===== config.mk =====
export PLATFORM = sky130hd
export DESIGN_NAME = pcg_gateway
export DESIGN_NICKNAME = d
export VERILOG_FILES = /design/src/pcg_pkg.sv /design/src/pcg_slot_store.sv /design/src/pcg_tx_sched.sv /design/src/pcg_gateway.sv
export SDC_FILE = /design/constraint.sdc
export NUM_CORES = 1
export LEC_CHECK = 0
export BUFFER_PORTS_ARGS = -buffer_cell sky130_fd_sc_hd__buf_2
export CAP_MARGIN = 15
export CELL_PAD_IN_SITES_DETAIL_PLACEMENT = 0
export CELL_PAD_IN_SITES_GLOBAL_PLACEMENT = 1
export CORE_ASPECT_RATIO = 1.5
export CORE_MARGIN = 4
export CORE_UTILIZATION = 43
export DETAILED_ROUTE_END_ITERATION = 8
export PLACE_DENSITY = 0.88
export SYNTH_ARGS = -nofsm -noshare
export SYNTH_HDL_FRONTEND = slang
export SYNTH_SLANG_ARGS = --single-unit

===== constraint.sdc =====
create_clock -name clk -period 2.15 [get_ports clk]
set_input_delay 0 -clock clk [delete_from_list [all_inputs] [get_ports clk]]
set_output_delay 0 -clock clk [all_outputs]
set_load 0.05 [all_outputs]

===== src/pcg_pkg.sv =====
package pcg_pkg;
  // ----------------------------------------------------------------
  // timing
  // ----------------------------------------------------------------
  localparam int unsigned CLK_HZ = 20_000_000;
  localparam int unsigned MS_PER_S = 1000;
  localparam int unsigned CYC_PER_MS = CLK_HZ / MS_PER_S;
  localparam int unsigned WARN_HOLD_MS = 60_000;
  localparam int unsigned SYNC_DELAY_MS = 2;
  localparam int unsigned SYNC_MAX_MS = 5;
  localparam int unsigned FLASH_MS = 250;
  localparam logic [1:0] SETTLE_CYC = 2'h2;
  // ----------------------------------------------------------------
  // register map and fields
  // ----------------------------------------------------------------
  localparam logic [4:0] ADDR_TXTYPE = 5'h00;
  localparam logic [4:0] ADDR_CONFIG = 5'h04;
  localparam logic [4:0] ADDR_STATUS = 5'h08;
  localparam logic [4:0] ADDR_SLOT0 = 5'h10;
  localparam int unsigned CFG_NODE_LSB = 0;
  localparam int unsigned CFG_RATE_LSB = 8;
  localparam int unsigned CFG_COUNT_LSB = 12;
  localparam int unsigned CFG_FAST_BIT = 16;
  localparam int unsigned CFG_NODEZERO_BIT = 17;
  localparam int unsigned ST_CODE_LSB = 0;
  localparam int unsigned ST_ERR_BIT = 4;
  localparam int unsigned ST_WARN_BIT = 5;
  localparam int unsigned ST_POLL_LSB = 8;
  localparam int unsigned ST_CFG_BIT = 10;
  localparam logic [3:0] TXTYPE_RST = 4'h0;
  // ----------------------------------------------------------------
  // pause switch settings and event codes
  // ----------------------------------------------------------------
  localparam logic [3:0] PAUSE_ASYNC_MAX = 4'hB;
  localparam logic [3:0] PAUSE_SYNC = 4'hD;
  localparam logic [3:0] PAUSE_E = 4'hE;
  localparam logic [3:0] PAUSE_F = 4'hF;
  localparam logic [3:0] ERR_MAX = 4'h7;
  localparam logic [3:0] WARN_MIN = 4'h8;
  typedef enum logic {POLL_IDLE, POLL_WAIT} pcg_poll_t;

  // least pause in ms for a pause setting
  function automatic logic [7:0] minPauseMs(input logic [3:0] s);
    case (s)
      4'h0: minPauseMs = 8'h03;
      4'h1: minPauseMs = 8'h05;
      4'h2: minPauseMs = 8'h0A;
      4'h3: minPauseMs = 8'h0F;
      4'h4: minPauseMs = 8'h14;
      4'h5: minPauseMs = 8'h1E;
      4'h6: minPauseMs = 8'h28;
      4'h7: minPauseMs = 8'h32;
      4'h8: minPauseMs = 8'h64;
      4'h9: minPauseMs = 8'h96;
      4'hA: minPauseMs = 8'hC8;
      4'hB: minPauseMs = 8'hFA;
      4'hE: minPauseMs = 8'h05;
      4'hF: minPauseMs = 8'h03;
      default: minPauseMs = 8'h00;
    endcase
  endfunction : minPauseMs

  // longest silence in ms for the refreshing settings
  function automatic logic [7:0] maxPauseMs(input logic [3:0] s);
    case (s)
      4'hE: maxPauseMs = 8'h32;
      4'hF: maxPauseMs = 8'h14;
      default: maxPauseMs = 8'h00;
    endcase
  endfunction : maxPauseMs

  function automatic logic isAsync(input logic [3:0] s);
    isAsync = (s <= PAUSE_ASYNC_MAX) || (s == PAUSE_E) || (s == PAUSE_F);
  endfunction : isAsync
endpackage : pcg_pkg


===== src/pcg_slot_store.sv =====
`timescale 1ns/1ps
module pcg_slot_store #(
  parameter int unsigned DataW = 32,
  parameter int unsigned Slots = 4
) (
  // clock and reset
  input wire logic clk,
  input wire logic rst,
  // write side with change report
  input wire logic wrEn,
  input wire logic [$clog2(Slots)-1:0] wrSlot,
  input wire logic [DataW-1:0] wrData,
  output logic changed,
  // registered read side
  input wire logic rdSel,
  input wire logic [$clog2(Slots)-1:0] rdSlot,
  input wire logic [DataW-1:0] rdAltData,
  output logic [DataW-1:0] rdData
);
  logic [DataW-1:0] mem [Slots];

  // slots never written stay zero, so unconfigured readers read as zero
  always_ff @(posedge clk) begin
    if (rst) begin
      for (int i = 0; i < Slots; i++) begin
        mem[i] <= '0;
      end
      changed <= 1'b0;
      rdData <= '0;
    end else begin
      if (wrEn) begin
        mem[wrSlot] <= wrData;
      end
      changed <= wrEn && (mem[wrSlot] != wrData);
      rdData <= rdSel ? mem[rdSlot] : rdAltData;
    end
  end
endmodule : pcg_slot_store


===== src/pcg_tx_sched.sv =====
`timescale 1ns/1ps
module pcg_tx_sched #(
  parameter int unsigned MsCycles = pcg_pkg::CYC_PER_MS
) (
  // clock and reset
  input wire logic clk,
  input wire logic rst,
  // control
  input wire logic run,
  input wire logic [3:0] txType,
  input wire logic dataChanged,
  input wire logic syncRx,
  // results
  output logic txReq,
  output logic msTick
);
  localparam int unsigned CW = $clog2(MsCycles);
  localparam logic [2:0] SYNC_TICKS = 3'(pcg_pkg::SYNC_DELAY_MS);
  logic [CW-1:0] preCnt_q;
  logic [7:0] sinceTx_q;
  logic pending_q;
  logic syncWait_q;
  logic [2:0] syncCnt_q;
  logic syncMode;
  logic restart;
  logic txFire;

  // restarting the ms prescaler on each send makes pause counts exact
  assign syncMode = (txType == pcg_pkg::PAUSE_SYNC);
  assign txFire = run && (
    (pcg_pkg::isAsync(txType) && pending_q && sinceTx_q >= pcg_pkg::minPauseMs(txType))
    || ((txType == pcg_pkg::PAUSE_E || txType == pcg_pkg::PAUSE_F)
        && sinceTx_q >= pcg_pkg::maxPauseMs(txType))
    || (syncMode && syncWait_q && syncCnt_q == SYNC_TICKS));
  assign restart = txFire || (syncMode && syncRx);

  // ms prescaler
  always_ff @(posedge clk) begin
    if (rst || restart) begin
      preCnt_q <= '0;
    end else if (preCnt_q == CW'(MsCycles - 1)) begin
      preCnt_q <= '0;
    end else begin
      preCnt_q <= preCnt_q + 1'b1;
    end
  end

  always_ff @(posedge clk) begin
    if (rst) begin
      msTick <= 1'b0;
    end else begin
      msTick <= !restart && (preCnt_q == CW'(MsCycles - 1));
    end
  end

  // ms since the last send, saturating
  always_ff @(posedge clk) begin
    if (rst) begin
      sinceTx_q <= 8'hFF;
    end else if (txFire) begin
      sinceTx_q <= 8'h00;
    end else if (msTick && sinceTx_q != 8'hFF) begin
      sinceTx_q <= sinceTx_q + 8'h01;
    end
  end

  // a change seen in the sending cycle stays pending
  always_ff @(posedge clk) begin
    if (rst) begin
      pending_q <= 1'b0;
    end else begin
      pending_q <= dataChanged || (pending_q && !txFire);
    end
  end

  // delay after a bus sync message
  always_ff @(posedge clk) begin
    if (rst) begin
      syncWait_q <= 1'b0;
      syncCnt_q <= 3'h0;
    end else if (syncMode && syncRx) begin
      syncWait_q <= 1'b1;
      syncCnt_q <= 3'h0;
    end else if (txFire || !syncMode) begin
      syncWait_q <= 1'b0;
    end else if (syncWait_q && msTick) begin
      syncCnt_q <= syncCnt_q + 3'h1;
    end
  end

  always_ff @(posedge clk) begin
    if (rst) begin
      txReq <= 1'b0;
    end else begin
      txReq <= txFire;
    end
  end
endmodule : pcg_tx_sched


===== src/pcg_gateway.sv =====
// Decided for this implementation: the register offsets and the strobed register port.
`timescale 1ns/1ps
// Notes on behaviour
// - count switch gives readers and rate group
// - two switch bits pick bit rate
// - node number is switch field, MSB zero
// - bus indicator shows guarding and bus errors
// - green link, one-hot polled reader display
// - event turns link red, shows number
// - errors 1 to 7 latch until reset
// - warnings 8 to 15 clear after minute
// - async: send on change, honour least pause
// - unchanged position sends nothing further
// - E/F also refresh at longest interval
// - transmission type preset, master may change
// - bus slave, rates up to 1 MBaud
// - sync mode sends two ms after sync
// - unconfigured reader slots read zero
module pcg_gateway #(
  parameter int unsigned MsCycles = pcg_pkg::CYC_PER_MS,
  parameter int unsigned WarnHoldMs = pcg_pkg::WARN_HOLD_MS,
  parameter int unsigned FlashMs = pcg_pkg::FLASH_MS
) (
  // clock and reset
  input wire logic clk,
  input wire logic rst,
  // configuration switches
  input wire logic [3:0] readerCountSw,
  input wire logic [1:0] rateSw,
  input wire logic [5:0] nodeSw,
  input wire logic [3:0] pauseSw,
  // register port
  input wire logic [4:0] regAddr,
  input wire logic [31:0] regWrData,
  input wire logic regWr,
  input wire logic regRd,
  output logic [31:0] regRdData,
  // reader link framer
  output logic pollReq,
  output logic [1:0] pollAddr,
  input wire logic rdValid,
  input wire logic [31:0] rdData,
  input wire logic rdEvt,
  input wire logic [3:0] rdEvtCode,
  // bus protocol side
  input wire logic guardActive,
  input wire logic guardError,
  input wire logic busError,
  input wire logic syncRx,
  output logic txReq,
  output logic fastRateGroup,
  output logic [2:0] bitRateSel,
  output logic [6:0] nodeNumber,
  // indicators
  output logic busLedGreen,
  output logic busLedRed,
  output logic linkLedGreen,
  output logic linkLedRed,
  output logic [3:0] codeLeds
);
  // ----------------------------------------------------------------
  // switch capture
  // ----------------------------------------------------------------
  logic [15:0] swMeta_q;
  logic [15:0] swSync_q;
  logic [1:0] settle_q;
  logic cfgLoaded_q;
  logic [2:0] readerCnt_q;
  logic [3:0] txType_q;
  logic [3:0] cntSw;
  logic [1:0] rateBits;
  logic [5:0] nodeBits;
  logic [3:0] pauseBits;

  assign cntSw = swSync_q[15:12];
  assign rateBits = swSync_q[11:10];
  assign nodeBits = swSync_q[9:4];
  assign pauseBits = swSync_q[3:0];

  // switches are pins: two flops before anything looks at them
  always_ff @(posedge clk) begin
    swMeta_q <= {readerCountSw, rateSw, nodeSw, pauseSw};
    swSync_q <= swMeta_q;
  end

  // wait for the synchroniser to fill, then capture once
  always_ff @(posedge clk) begin
    if (rst) begin
      settle_q <= 2'h0;
      cfgLoaded_q <= 1'b0;
    end else if (!cfgLoaded_q) begin
      settle_q <= settle_q + 2'h1;
      cfgLoaded_q <= (settle_q == pcg_pkg::SETTLE_CYC);
    end
  end

  // decoded settings only change at the capture cycle
  always_ff @(posedge clk) begin
    if (rst) begin
      readerCnt_q <= 3'h0;
      fastRateGroup <= 1'b0;
      bitRateSel <= 3'h0;
      nodeNumber <= 7'h00;
    end else if (!cfgLoaded_q && settle_q == pcg_pkg::SETTLE_CYC) begin
      if (cntSw >= 4'h1 && cntSw <= 4'h4) begin
        readerCnt_q <= cntSw[2:0];
        fastRateGroup <= 1'b1;
      end else if (cntSw >= 4'h5 && cntSw <= 4'h8) begin
        readerCnt_q <= 3'(cntSw - 4'h4);
        fastRateGroup <= 1'b0;
      end else begin
        readerCnt_q <= 3'h0;
        fastRateGroup <= 1'b0;
      end
      // index 0..3: 1M, 500k, 250k, 125k; 4..7: 100k, 50k, 20k, 10k
      bitRateSel <= {!(cntSw >= 4'h1 && cntSw <= 4'h4), rateBits};
      nodeNumber <= {1'b0, nodeBits};
    end
  end

  // transmission type: preset from the pause switch, master may rewrite
  always_ff @(posedge clk) begin
    if (rst) begin
      txType_q <= pcg_pkg::TXTYPE_RST;
    end else if (!cfgLoaded_q && settle_q == pcg_pkg::SETTLE_CYC) begin
      txType_q <= pauseBits;
    end else if (regWr && regAddr == pcg_pkg::ADDR_TXTYPE) begin
      txType_q <= regWrData[3:0];
    end
  end

  // ----------------------------------------------------------------
  // reader polling
  // ----------------------------------------------------------------
  pcg_pkg::pcg_poll_t pollState_q;
  logic rdDone;
  logic slotChanged;
  logic msTick;

  assign rdDone = (pollState_q == pcg_pkg::POLL_WAIT) && (rdValid || rdEvt);

  // one request per reader; the framer answers with data or an event
  always_ff @(posedge clk) begin
    if (rst) begin
      pollState_q <= pcg_pkg::POLL_IDLE;
      pollReq <= 1'b0;
      pollAddr <= 2'h0;
    end else begin
      pollReq <= 1'b0;
      case (pollState_q)
        pcg_pkg::POLL_IDLE: begin
          if (cfgLoaded_q && readerCnt_q != 3'h0) begin
            pollReq <= 1'b1;
            pollState_q <= pcg_pkg::POLL_WAIT;
          end
        end
        pcg_pkg::POLL_WAIT: begin
          if (rdValid || rdEvt) begin
            pollState_q <= pcg_pkg::POLL_IDLE;
            pollAddr <= ({1'b0, pollAddr} == readerCnt_q - 3'h1) ? 2'h0 : pollAddr + 2'h1;
          end
        end
        default: pollState_q <= pcg_pkg::POLL_IDLE;
      endcase
    end
  end

  // ----------------------------------------------------------------
  // register read path through the slot store
  // ----------------------------------------------------------------
  logic slotHit;
  logic [31:0] regVal;

  assign slotHit = regRd && (regAddr[4] == pcg_pkg::ADDR_SLOT0[4]);

  logic errLatched_q;
  logic warnActive_q;
  logic [3:0] errCode_q;
  logic [3:0] warnCode_q;

  always_comb begin
    regVal = 32'h0000_0000;
    if (regRd) begin
      case (regAddr)
        pcg_pkg::ADDR_TXTYPE: regVal[3:0] = txType_q;
        pcg_pkg::ADDR_CONFIG: begin
          regVal[pcg_pkg::CFG_NODE_LSB +: 7] = nodeNumber;
          regVal[pcg_pkg::CFG_RATE_LSB +: 3] = bitRateSel;
          regVal[pcg_pkg::CFG_COUNT_LSB +: 3] = readerCnt_q;
          regVal[pcg_pkg::CFG_FAST_BIT] = fastRateGroup;
          regVal[pcg_pkg::CFG_NODEZERO_BIT] = (nodeNumber == 7'h00);
        end
        pcg_pkg::ADDR_STATUS: begin
          regVal[pcg_pkg::ST_CODE_LSB +: 4] = codeLeds;
          regVal[pcg_pkg::ST_ERR_BIT] = errLatched_q;
          regVal[pcg_pkg::ST_WARN_BIT] = warnActive_q;
          regVal[pcg_pkg::ST_POLL_LSB +: 2] = pollAddr;
          regVal[pcg_pkg::ST_CFG_BIT] = cfgLoaded_q;
        end
        default: regVal = 32'h0000_0000;
      endcase
    end
  end

  // only configured slots are ever written, others stay zero
  pcg_slot_store #(.DataW(32), .Slots(4)) u_store (
    .clk(clk),
    .rst(rst),
    .wrEn(rdDone && rdValid && ({1'b0, pollAddr} < readerCnt_q)),
    .wrSlot(pollAddr),
    .wrData(rdData),
    .changed(slotChanged),
    .rdSel(slotHit),
    .rdSlot(regAddr[3:2]),
    .rdAltData(regVal),
    .rdData(regRdData)
  );

  pcg_tx_sched #(.MsCycles(MsCycles)) u_sched (
    .clk(clk),
    .rst(rst),
    .run(cfgLoaded_q),
    .txType(txType_q),
    .dataChanged(slotChanged),
    .syncRx(syncRx),
    .txReq(txReq),
    .msTick(msTick)
  );

  // ----------------------------------------------------------------
  // errors and warnings
  // ----------------------------------------------------------------
  logic [15:0] warnMs_q;
  logic newWarn;

  assign newWarn = rdEvt && rdEvtCode >= pcg_pkg::WARN_MIN;

  // first error wins and stays until reset; no recovery path exists
  always_ff @(posedge clk) begin
    if (rst) begin
      errLatched_q <= 1'b0;
      errCode_q <= 4'h0;
    end else if (rdEvt && !errLatched_q && rdEvtCode != 4'h0 && rdEvtCode <= pcg_pkg::ERR_MAX) begin
      errLatched_q <= 1'b1;
      errCode_q <= rdEvtCode;
    end
  end

  // a fresh warning restarts the minute and beats the expiry
  always_ff @(posedge clk) begin
    if (rst) begin
      warnActive_q <= 1'b0;
      warnCode_q <= 4'h0;
      warnMs_q <= 16'h0000;
    end else if (newWarn) begin
      warnActive_q <= 1'b1;
      warnCode_q <= rdEvtCode;
      warnMs_q <= 16'h0000;
    end else if (warnActive_q && msTick) begin
      if (warnMs_q == 16'(WarnHoldMs - 1)) begin
        warnActive_q <= 1'b0;
      end else begin
        warnMs_q <= warnMs_q + 16'h0001;
      end
    end
  end

  // ----------------------------------------------------------------
  // indicators
  // ----------------------------------------------------------------
  logic [15:0] flashMs_q;
  logic flashPhase_q;

  always_ff @(posedge clk) begin
    if (rst) begin
      flashMs_q <= 16'h0000;
      flashPhase_q <= 1'b0;
    end else if (msTick) begin
      if (flashMs_q == 16'(FlashMs - 1)) begin
        flashMs_q <= 16'h0000;
        flashPhase_q <= !flashPhase_q;
      end else begin
        flashMs_q <= flashMs_q + 16'h0001;
      end
    end
  end

  // bus error outranks guarding error, which outranks guarding state
  always_ff @(posedge clk) begin
    if (rst) begin
      busLedGreen <= 1'b0;
      busLedRed <= 1'b0;
    end else begin
      busLedGreen <= !busError && !guardError && (guardActive || flashPhase_q);
      busLedRed <= busError ? flashPhase_q : guardError;
    end
  end

  // error over warning over polled-reader display
  always_ff @(posedge clk) begin
    if (rst) begin
      linkLedGreen <= 1'b0;
      linkLedRed <= 1'b0;
      codeLeds <= 4'h0;
    end else if (errLatched_q) begin
      linkLedGreen <= 1'b0;
      linkLedRed <= 1'b1;
      codeLeds <= errCode_q;
    end else if (warnActive_q) begin
      linkLedGreen <= 1'b0;
      linkLedRed <= 1'b1;
      codeLeds <= warnCode_q;
    end else begin
      linkLedRed <= 1'b0;
      linkLedGreen <= cfgLoaded_q && readerCnt_q != 3'h0;
      codeLeds <= (cfgLoaded_q && readerCnt_q != 3'h0) ? (4'h1 << pollAddr) : 4'h0;
    end
  end

  // ----------------------------------------------------------------
  // checks
  // ----------------------------------------------------------------
  logic [23:0] txGap_q;
  logic [23:0] syncAge_q;

  always_ff @(posedge clk) begin
    if (rst) begin
      txGap_q <= 24'hFFFFFF;
      syncAge_q <= 24'hFFFFFF;
    end else begin
      txGap_q <= txReq ? 24'h000001 : (txGap_q == 24'hFFFFFF ? txGap_q : txGap_q + 24'h000001);
      syncAge_q <= syncRx ? 24'h000001 : (syncAge_q == 24'hFFFFFF ? syncAge_q : syncAge_q + 24'h000001);
    end
  end

  property p_count_group;
    @(posedge clk) disable iff (rst)
    $rose(cfgLoaded_q) |-> fastRateGroup == ($past(cntSw) >= 4'h1 && $past(cntSw) <= 4'h4);
  endproperty
  a_count_group: assert property (p_count_group) else $error("rate group wrong");

  property p_rate;
    @(posedge clk) disable iff (rst)
    $rose(cfgLoaded_q) |-> bitRateSel[1:0] == $past(rateBits);
  endproperty
  a_rate: assert property (p_rate) else $error("bit rate code wrong");

  property p_node;
    @(posedge clk) disable iff (rst)
    $rose(cfgLoaded_q) |-> nodeNumber == {1'b0, $past(nodeBits)};
  endproperty
  a_node: assert property (p_node) else $error("node number wrong");

  property p_cfg_stable;
    @(posedge clk) disable iff (rst)
    cfgLoaded_q && $past(cfgLoaded_q) |-> $stable(nodeNumber) && $stable(bitRateSel) && $stable(fastRateGroup);
  endproperty
  a_cfg_stable: assert property (p_cfg_stable) else $error("settings changed in operation");

  property p_guard_err;
    @(posedge clk) disable iff (rst)
    guardError && !busError |=> busLedRed && !busLedGreen;
  endproperty
  a_guard_err: assert property (p_guard_err) else $error("guard error not shown red");

  property p_onehot;
    @(posedge clk) disable iff (rst)
    linkLedGreen |-> codeLeds == (4'h1 << $past(pollAddr));
  endproperty
  a_onehot: assert property (p_onehot) else $error("polled reader display wrong");

  property p_err_show;
    @(posedge clk) disable iff (rst)
    rdEvt && !errLatched_q && rdEvtCode != 4'h0 && rdEvtCode <= pcg_pkg::ERR_MAX
    |-> ##2 linkLedRed && codeLeds == $past(rdEvtCode, 2);
  endproperty
  a_err_show: assert property (p_err_show) else $error("error number not displayed");

  property p_err_hold;
    @(posedge clk) disable iff (rst)
    errLatched_q |=> errLatched_q && $stable(errCode_q);
  endproperty
  a_err_hold: assert property (p_err_hold) else $error("error cleared before reset");

  property p_min_pause;
    @(posedge clk) disable iff (rst)
    txReq && pcg_pkg::isAsync(txType_q) && $stable(txType_q)
    |-> int'(txGap_q) >= int'(pcg_pkg::minPauseMs(txType_q)) * int'(MsCycles);
  endproperty
  a_min_pause: assert property (p_min_pause) else $error("send inside least pause");

  property p_sync_late;
    @(posedge clk) disable iff (rst)
    txReq && txType_q == pcg_pkg::PAUSE_SYNC && $stable(txType_q)
    |-> int'(syncAge_q) <= int'(pcg_pkg::SYNC_MAX_MS) * int'(MsCycles);
  endproperty
  a_sync_late: assert property (p_sync_late) else $error("sync send too late");
endmodule : pcg_gateway


* Word level (Yosys, flattened, before mapping)
Memories as Yosys holds them, arrays and structs flattened. A register that Yosys moved wholly into a read port is not among the register bits.
Index checks and enable logic that the tools add are counted.
** Word-level totals
- Register bits :: 170
- RAM bits :: 128
- Bits in read-only memories :: 128
- Logic and storage cells :: 183
- Memories :: 2
** Operators by class
- Add/sub/neg operators :: 9
- Magnitude comparators :: 10
- Equal/unequal tests :: 13
- Shift-type cells :: 1
- Mux-type cells :: 44
- Bitwise logic cells :: 3
- Reductions and logical operators :: 68
** Memory list
- (no name shown) :: words 16, bits a word 8, rd ports 1, clocked after memory_dff 1, write ports 0, RTL line pcg_pkg.sv:44 : case (s)
- u_store.mem :: words 4, bits a word 32, rd ports 2, clocked after memory_dff 1, write ports 4, RTL line pcg_slot_store.sv:20 : logic [DataW-1:0] mem [Slots];
** Operators by type and width (number)
- two-way mux 32 bit :: 2
- adder 16 x 1 -> 16 bit (second input constant) :: 2
- != test 32 bit :: 1
- OR reduction 32 bit :: 1
- logical AND 1 bit :: 28
- two-way mux 4 bit :: 7
- two-way mux 1 bit :: 18
- two-way mux 18 bit :: 1
- equality test 16 bit (second input constant) :: 1
- equality test 16 x 8 -> 1 bit (second input constant) :: 1
- two-way mux 16 bit :: 1
- two-way mux 8 bit :: 2
- adder 15 x 1 -> 15 bit (second input constant) :: 1
- equality test 15 bit (second input constant) :: 1
- equality test 4 bit (second input constant) :: 3
- case mux 4 bit (3 select lines) :: 1
- case mux 6 bit (2 select lines) :: 1
- logical OR 1 bit :: 11
- two-way mux 2 bit :: 5
- AND reduction 2 bit :: 5
- nonzero test 2 bit :: 5
- zero test 1 bit :: 9
- two-way mux 3 bit :: 3
- adder 8 x 1 -> 8 bit (second input constant) :: 1
- other kinds (29) :: 37

* Logic depth before layout (Yosys ltp)
Gate-level depths: netlist of run 1.
- Word-level depth :: 11
- Mapped depth :: 13
- Depth with buffers taken out :: 11

* Cells and area by module
Synthesis of run 1 repeated with hierarchy kept, for this count alone.
** Second synthesis, totals
- Cell total of the unflattened synthesis :: 1202
- Area total of the unflattened synthesis :: 14010.9 um2
** Modules (own cells, without submodules)
- pcg_slot_store :: times used 1, cells each 505, area each 7802.5 um2, seq. area each 4504.3 um2
- pcg_gateway :: times used 1, cells each 467, area each 4215.3 um2, seq. area each 2142.1 um2
- pcg_tx_sched :: times used 1, cells each 230, area each 1993.2 um2, seq. area each 600.6 um2

* Least setup slack after synthesis of run 1
Ideal clock, no wire load.
- Kind :: flip-flop to flip-flop
- Start point :: reg pollAddr[0]
- End point :: mem u_store.mem[0][0] (enable)
- Data arrival time :: 2.249 ns
- Path slack :: -0.474 ns
- Stages on the path, launching flop included :: 10
- Buffers on the path :: 1
- Cells stage by stage :: dfxtp_1 > clkbuf_1 > inv_1 > ha_1 > inv_1 > a21oi_1 > o211a_1 > nand2b_1 > nor3_1 > or2_2
** RTL lines
- start, declared :: RTL line pcg_gateway.sv:40 : output logic [1:0] pollAddr,
- start signal, assigned :: RTL line pcg_gateway.sv:160 : pollAddr <= ({1'b0, pollAddr} == readerCnt_q - 3'h1) ? 2'h0 : pollAddr + 2'h1;
- end, declared :: RTL line pcg_slot_store.sv:20

==> results.json, run 1 <==
{
  "run_status": "complete, but fails checks",
  "violations": "setup timing",
  "place_hpwl_mm": 25.29,
  "drt-wirelength-per-cell_um": 19.80,
  "timing.hold.worst.start": "rdValid",
  "synth-seq-area-share_pct": 53.94,
  "power_leakage_nw": 7.016,
  "synth.top_cell.area_share_pct": 27.84,
  "coreArea_um2": 31730,
  "grt_pass1_vias": 10620,
  "drc_errors": 0,
  "ant_nets": 0,
  "skew_ps": 6.258,
  "grt-ovfl-total": 0,
  "grt_first_pass_wirelength_mm": 58.34,
  "synth_mux_area_share_pct": 10.76,
  "synthSimpleGateAreaFrac_pct": 17.65,
  "h-tree-depth": 1,
  "worst-slew-pin-transition_ps": 1272,
  "num_antenna_cells": 0,
  "fillers": 2603,
  "cp.arrival_ps": 2740,
  "cp_max_fo": 8,
  "cp-end-kind": "flop",
  "maxSlewViolCount": 0,
  "cts_sinks": 308,
  "synth_area_leaders": "edfxtp_1, dfxtp_1, mux4_2, and2_1, ha_1",
  "maxSlewHeadroom_pct": 15.17,
  "path_class": "reg2reg",
  "period_share_pct": 106.5,
  "die_h_um": 227.5,
  "first_pass_iters": 5,
  "synth_area_leader_cell": "edfxtp_1",
  "synth_compound_area_share_pct": 6.634,
  "worstHoldEndpoint": "pollState_q",
  "cts_tree": "yes",
  "clock.fmax_mhz": 436.8,
  "rows": 80,
  "cts_max_path_buffers": 3,
  "drtIter0Drc": 686,
  "drive_above_1_share_pct": 26.82,
  "initial_core_util_pct": 43.51,
  "via_per_inst": 5.441,
  "crit_required_ps": 2600,
  "cap_viol_max_count": 0,
  "hold_path_class": "in2reg",
  "drt-total-wl_mm": 37.21,
  "clk_latency_ps": 560,
  "hold_ws_ps": 59.26,
  "path_clk_slew_ps": 60,
  "synthCells": 1195,
  "synth_ff_type": "dfxtp_1",
  "synth_top_family_by_area": "simple AND/OR/NAND/NOR gates",
  "rr_endpoint": "u_store.changed",
  "whs_path_depth": 4,
  "finalCriticalPeriod_ps": 2289,
  "layout.nets": 1576,
  "r2r_setup_slack_ps": -140,
  "vdd_drop_max_mv": 0.6971,
  "synth_area_um2": 13810,
  "grt_setup_unrepaired": "true",
  "ys_ff_latch": 308,
  "powerDensity_nw_per_um2": 800.6,
  "grt_max_degree": 39,
  "syn_area_per_cell_um2": 11.55,
  "worst_slack_ps": -139.2,
  "total_power_w": 0.01414,
  "gp_congestion": 0.8390,
  "synth-adder-area-share_pct": 2.900,
  "io_buffers": 124,
  "setup_viol": 27,
  "worst_r2r_path_depth": 8,
  "synth-edff-count": 128,
  "die_width_um": 154.3,
  "synth-xor-area-share_pct": 5.075,
  "hold_viol_final": 0,
  "antenna_found_initial": 1,
  "synth_fp_nets": 1326,
  "cts_buffers": 30,
  "synth_cell_type_count": 62,
  "area_growth_pct": 27.93,
  "num_vias": 10220,
  "dieArea_um2": 35100,
  "gr-usage-all-layers_pct": 20.98,
  "cts_root_buf": "clkbuf_16",
  "num_io_pins": 154,
  "yosysWarningCount": 0,
  "cp-start-kind": "flop",
  "synthArstFlopShare_pct": 0
}
critical path, stage by stage, from the launching register on:
cell,delay [ps]
dfxtp_4,400
buf_12,140
buf_4,120
buf_4,100
mux4_2,500
xor2_1,220
nor4_1,250
nand4_1,120
o31a_1,320
cell families after synthesis:
family / after synthesis
other: 1
AO/OA/AOI/OAI: 135
AND/OR/NAND/NOR: 459
flip-flops: 308
multiplexers: 78
buffers and inverters: 102
adder cells (fa/ha/maj): 32
XOR/XNOR: 80
cell usage after synthesis, drive strengths merged, types with 5 or more instances:
cell type	instances
a22oi	16
a311oi	5
nand4	13
nor2	99
a21oi	35
o21bai	8
ha	32
nor2b	11
clkbuf	44
and2	131
nand2b	12
o21ai	25
nor3	30
mux2i	19
and3	29
mux4	56
o22ai	9
buf	22
or3	6
xor2	40
nand2	62
dfxtp	180
and4	6
edfxtp	128
a211oi	7
nand3	33
xnor2	40
nor4	10
a22o	7
inv	36
final cells by class:
class,instances,area (um2),share of cell area [%]
flip-flops and latches,308,7470,42.29
multi-input cells,785,6274,35.52
repair buffers,284,2231,12.63
clock buffers,42,883.3,5.001
well taps,410,513.0,2.905
clock inverters,14,151.4,0.8572
inverters,36,140.1,0.7934
stage by stage:
stage	std cells	setup slack, ps	utilization, %	TNS (ps)	cell area [um2]
after global placement	1741	-212.4	48.81	-2365	15490
after global routing	1879	-208.0	55.66	-4150	17660
after CTS	1873	-146.0	55.16	-1466	17500
after floorplan	1195	-17.11	-	-153.6	13900
final	1879	-139.2	55.66	-1276	17660
after detailed placement	1741	-335.2	48.81	-4648	15490
registers in the layout, indices dropped and copies added (netlist names), 3 cells and up, named ones only:
name / count
bitRateSel: 3
codeLeds: 4
errCode_q: 4
flashMs_q: 16
nodeNumber: 6
readerCnt_q: 3
swMeta_q: 16
swSync_q: 16
txType_q: 4
u_sched.preCnt_q: 15
u_sched.sinceTx_q: 8
u_sched.syncCnt_q: 3
u_store.mem: 128
u_store.rdData: 32
warnCode_q: 4
warnMs_q: 16
worst max path at each step:
stage	slack (ps)	cells after the start	to	start
after floorplan	-20	13	u_sched.preCnt_q[10]	txType_q[2]
after global placement	-210	6	u_store.changed	flop
after detailed placement	-340	6	u_store.changed	flop
after CTS	-150	7	u_store.changed	flop
after global routing	-210	7	u_store.changed	flop
final	-140	8	u_store.changed	flop
layout by cell type, fill, tap and decap left out, types with 28 or more instances in the layout:
master,count
and3_1,28
edfxtp_1,128
a21oi_1,34
ha_1,28
buf_4,68
xnor2_1,38
mux4_2,56
and2_1,131
nand2_1,61
buf_2,124
xor2_1,40
dlygate4sd3_1,69
nor2_1,99
dfxtp_1,170
clkbuf_16,33
inv_1,30
nand3_1,32
layer usage:
layer  routed length, um  global-route usage (%)
met1               14400                   25.01
met2               19720                   39.00
met3                1872                   2.472
met4                1218                   7.412
met5                   0                       0
report_power, final:
part	internal [W]	total, W	switching, W
Combinational	0.000874	0.00207	0.00119
Sequential	0.00638	0.00657	0.000193
Clock	0.00323	0.00550	0.00227
Total	0.0105	0.0141	0.00365
repair_timing:
item                       in CTS  in global routing
pin swaps                      29                 10
setup endpoints to repair     116                 70
resized for setup              46                 19
setup buffers                   4                  6
hold endpoints to repair      184                  0
cloned                          3                  0
hold buffers                   69                  0
Power figures use the tool's default switching activity.
==> run 2, diff against run 1 <==
--- a/config.mk
+++ b/config.mk
@@ -14,6 +14,7 @@
 export CORE_UTILIZATION = 43
 export DETAILED_ROUTE_END_ITERATION = 8
 export PLACE_DENSITY = 0.88
+export RECOVER_POWER = 50
 export SYNTH_ARGS = -nofsm -noshare
 export SYNTH_HDL_FRONTEND = slang
 export SYNTH_SLANG_ARGS = --single-unit
==> results.json, run 2 (same netlist as run 1, synthesis figures left out) <==
{
  "run_status": "complete, but fails checks",
  "violations": "setup timing",
  "top_register": "u_store.mem",
  "utilization_pct": 55.19,
  "multi_input_area_um2": 6242,
  "cts_max_path_buffers": 3,
  "regArea_um2": 7468,
  "rr_endpoint": "u_store.changed",
  "cts_sinks": 308,
  "vdd_drop_max_mv": 0.6910,
  "worst_r2r_path_depth": 8,
  "cts_buffers": 30,
  "timing.hold.worst.start": "rdValid",
  "first_pass_iters": 5,
  "cp_max_fo": 8,
  "cts_root_buf": "clkbuf_16",
  "power_leakage_nw": 6.741,
  "die_width_um": 154.3,
  "timing.setup.tns_ps": -2222,
  "cp-start-kind": "flop",
  "cap_viol_max_count": 0,
  "initial_core_util_pct": 43.51,
  "period_share_pct": 106.7,
  "final_cell_mix": "dfxtp_1, and2_1, edfxtp_1",
  "maxSlewHeadroom_pct": 15.01,
  "io_buffers": 124,
  "r2r_setup_slack_ps": -140,
  "fillers": 2649,
  "drc_errors": 0,
  "grt_first_pass_wirelength_mm": 58.34,
  "skew_ps": 6.725,
  "switching_share_pct": 25.93,
  "internal-power_w": 0.01043,
  "drtIter0Drc": 683,
  "gr-usage-all-layers_pct": 20.98,
  "path_clk_slew_ps": 70,
  "die_h_um": 227.5,
  "grt_setup_unrepaired": "true",
  "clk_latency_ps": 560,
  "clock.fmax_mhz": 436.0,
  "worstHoldEndpoint": "pollState_q",
  "path_class": "reg2reg",
  "num_vias": 10220,
  "worst_slack_ps": -143.8,
  "cp.arrival_ps": 2740,
  "worst-slew-pin-transition_ps": 1275,
  "pwr-share-comb_pct": 14.2,
  "hold_path_class": "in2reg",
  "largestRegisters": "u_store.mem x128, u_store.rdData x32",
  "crit_required_ps": 2600,
  "cp-end-kind": "flop",
  "rows": 80,
  "drive_above_1_share_pct": 22.06,
  "via_per_inst": 5.439,
  "powerDensity_nw_per_um2": 803.9,
  "num_antenna_cells": 0,
  "maxSlewViolCount": 0,
  "dieArea_um2": 35100,
  "num_io_pins": 154,
  "hold_viol_final": 0,
  "grt_max_degree": 39,
  "antenna_found_initial": 1,
  "ant_nets": 0,
  "drt-wirelength-per-cell_um": 19.86,
  "place_hpwl_mm": 25.29,
  "seq_power_share_pct": 46.7,
  "h-tree-depth": 1,
  "cts_tree": "yes",
  "whs_path_depth": 4,
  "drt-total-wl_mm": 37.31,
  "area_growth_pct": 26.83,
  "gp_congestion": 0.8390,
  "finalCriticalPeriod_ps": 2294,
  "grt_pass1_vias": 10620,
  "pwr-share-clk_pct": 39.1,
  "largest_reg_flops": 128,
  "grt-ovfl-total": 0,
  "setup_viol": 71,
  "layout.nets": 1576,
  "power_switching_w": 0.003650,
  "total_power_w": 0.01408,
  "mostFrequentLayoutCell": "dfxtp_1",
  "coreArea_um2": 31730
}
==> run 2: cell types whose count changed in the layout (fill, tap and decap cells not counted), sizes merged <==
cell,previous run,this run
clkbuf,42,111
buf,215,146
==> run 2: how the worst max path moves through the flow <==
stage,endpoint,cells past startpoint
2_1_floorplan,u_sched.preCnt_q[10],13
3_3_place_gp,u_store.changed,6
3_5_place_dp,u_store.changed,6
4_1_cts,u_store.changed,7
5_1_grt,u_store.changed,7
6_report,u_store.changed,8
==> run 2: stage by stage <==
step                hold WS, ps  setup WS [ps]  std cells  instance area, um2
finish                    57.03         -143.8       1879               17510
global route              54.55         -208.0       1879               17510
CTS                       23.44         -146.0       1873               17500
detailed placement        103.6         -335.2       1741               15490
global placement          105.1         -212.4       1741               15490
floorplan                 27.72         -17.11       1195               13900
==> run 2: power groups by stage <==
stage	logic (W)	registers, W	clock network (W)
2_1_floorplan	0.000987	0.00684	0
3_3_place_gp	0.00186	0.00668	0
3_5_place_dp	0.00189	0.00670	0
4_1_cts	0.00204	0.00657	0.00561
5_1_grt	0.00219	0.00660	0.00584
6_report	0.00200	0.00658	0.00550
==> run 2: what timing repair did <==
item,in CTS,in global routing
pin swaps,29,10
hold buffers,69,0
hold endpoints to repair,184,0
resized for setup,46,19
setup buffers,4,6
cloned,3,0
endpoints found under the setup margin,116,70
==> run 2: worst max-delay path, cell delays in order (launching register included) <==
cell	delay (ps)
dfxtp_4	400
buf_12	140
buf_4	120
buf_4	100
mux4_2	500
xor2_1	220
nor4_1	250
nand4_1	120
o31a_1	320
==> run 2: metal layers <==
metal | share of wire [%] | wire length [um] | vias up | GRT usage, %
li1 | - | - | 4776 | -
met1 | 39 | 14490 | 5047 | 25.01
met2 | 53 | 19700 | 323 | 39.00
met3 | 5.0 | 1884 | 73 | 2.472
met4 | 3.3 | 1232 | 0 | 7.412
met5 | 0 | 0 | - | 0
==> run 2: cell type report <==
cell class,count,area share (%)
clock buffers,42,5.045
inverters,36,0.8003
flip-flops and latches,308,42.65
repair buffers,284,12.06
multi-input cells,785,35.65
well taps,410,2.930
clock inverters,14,0.8646
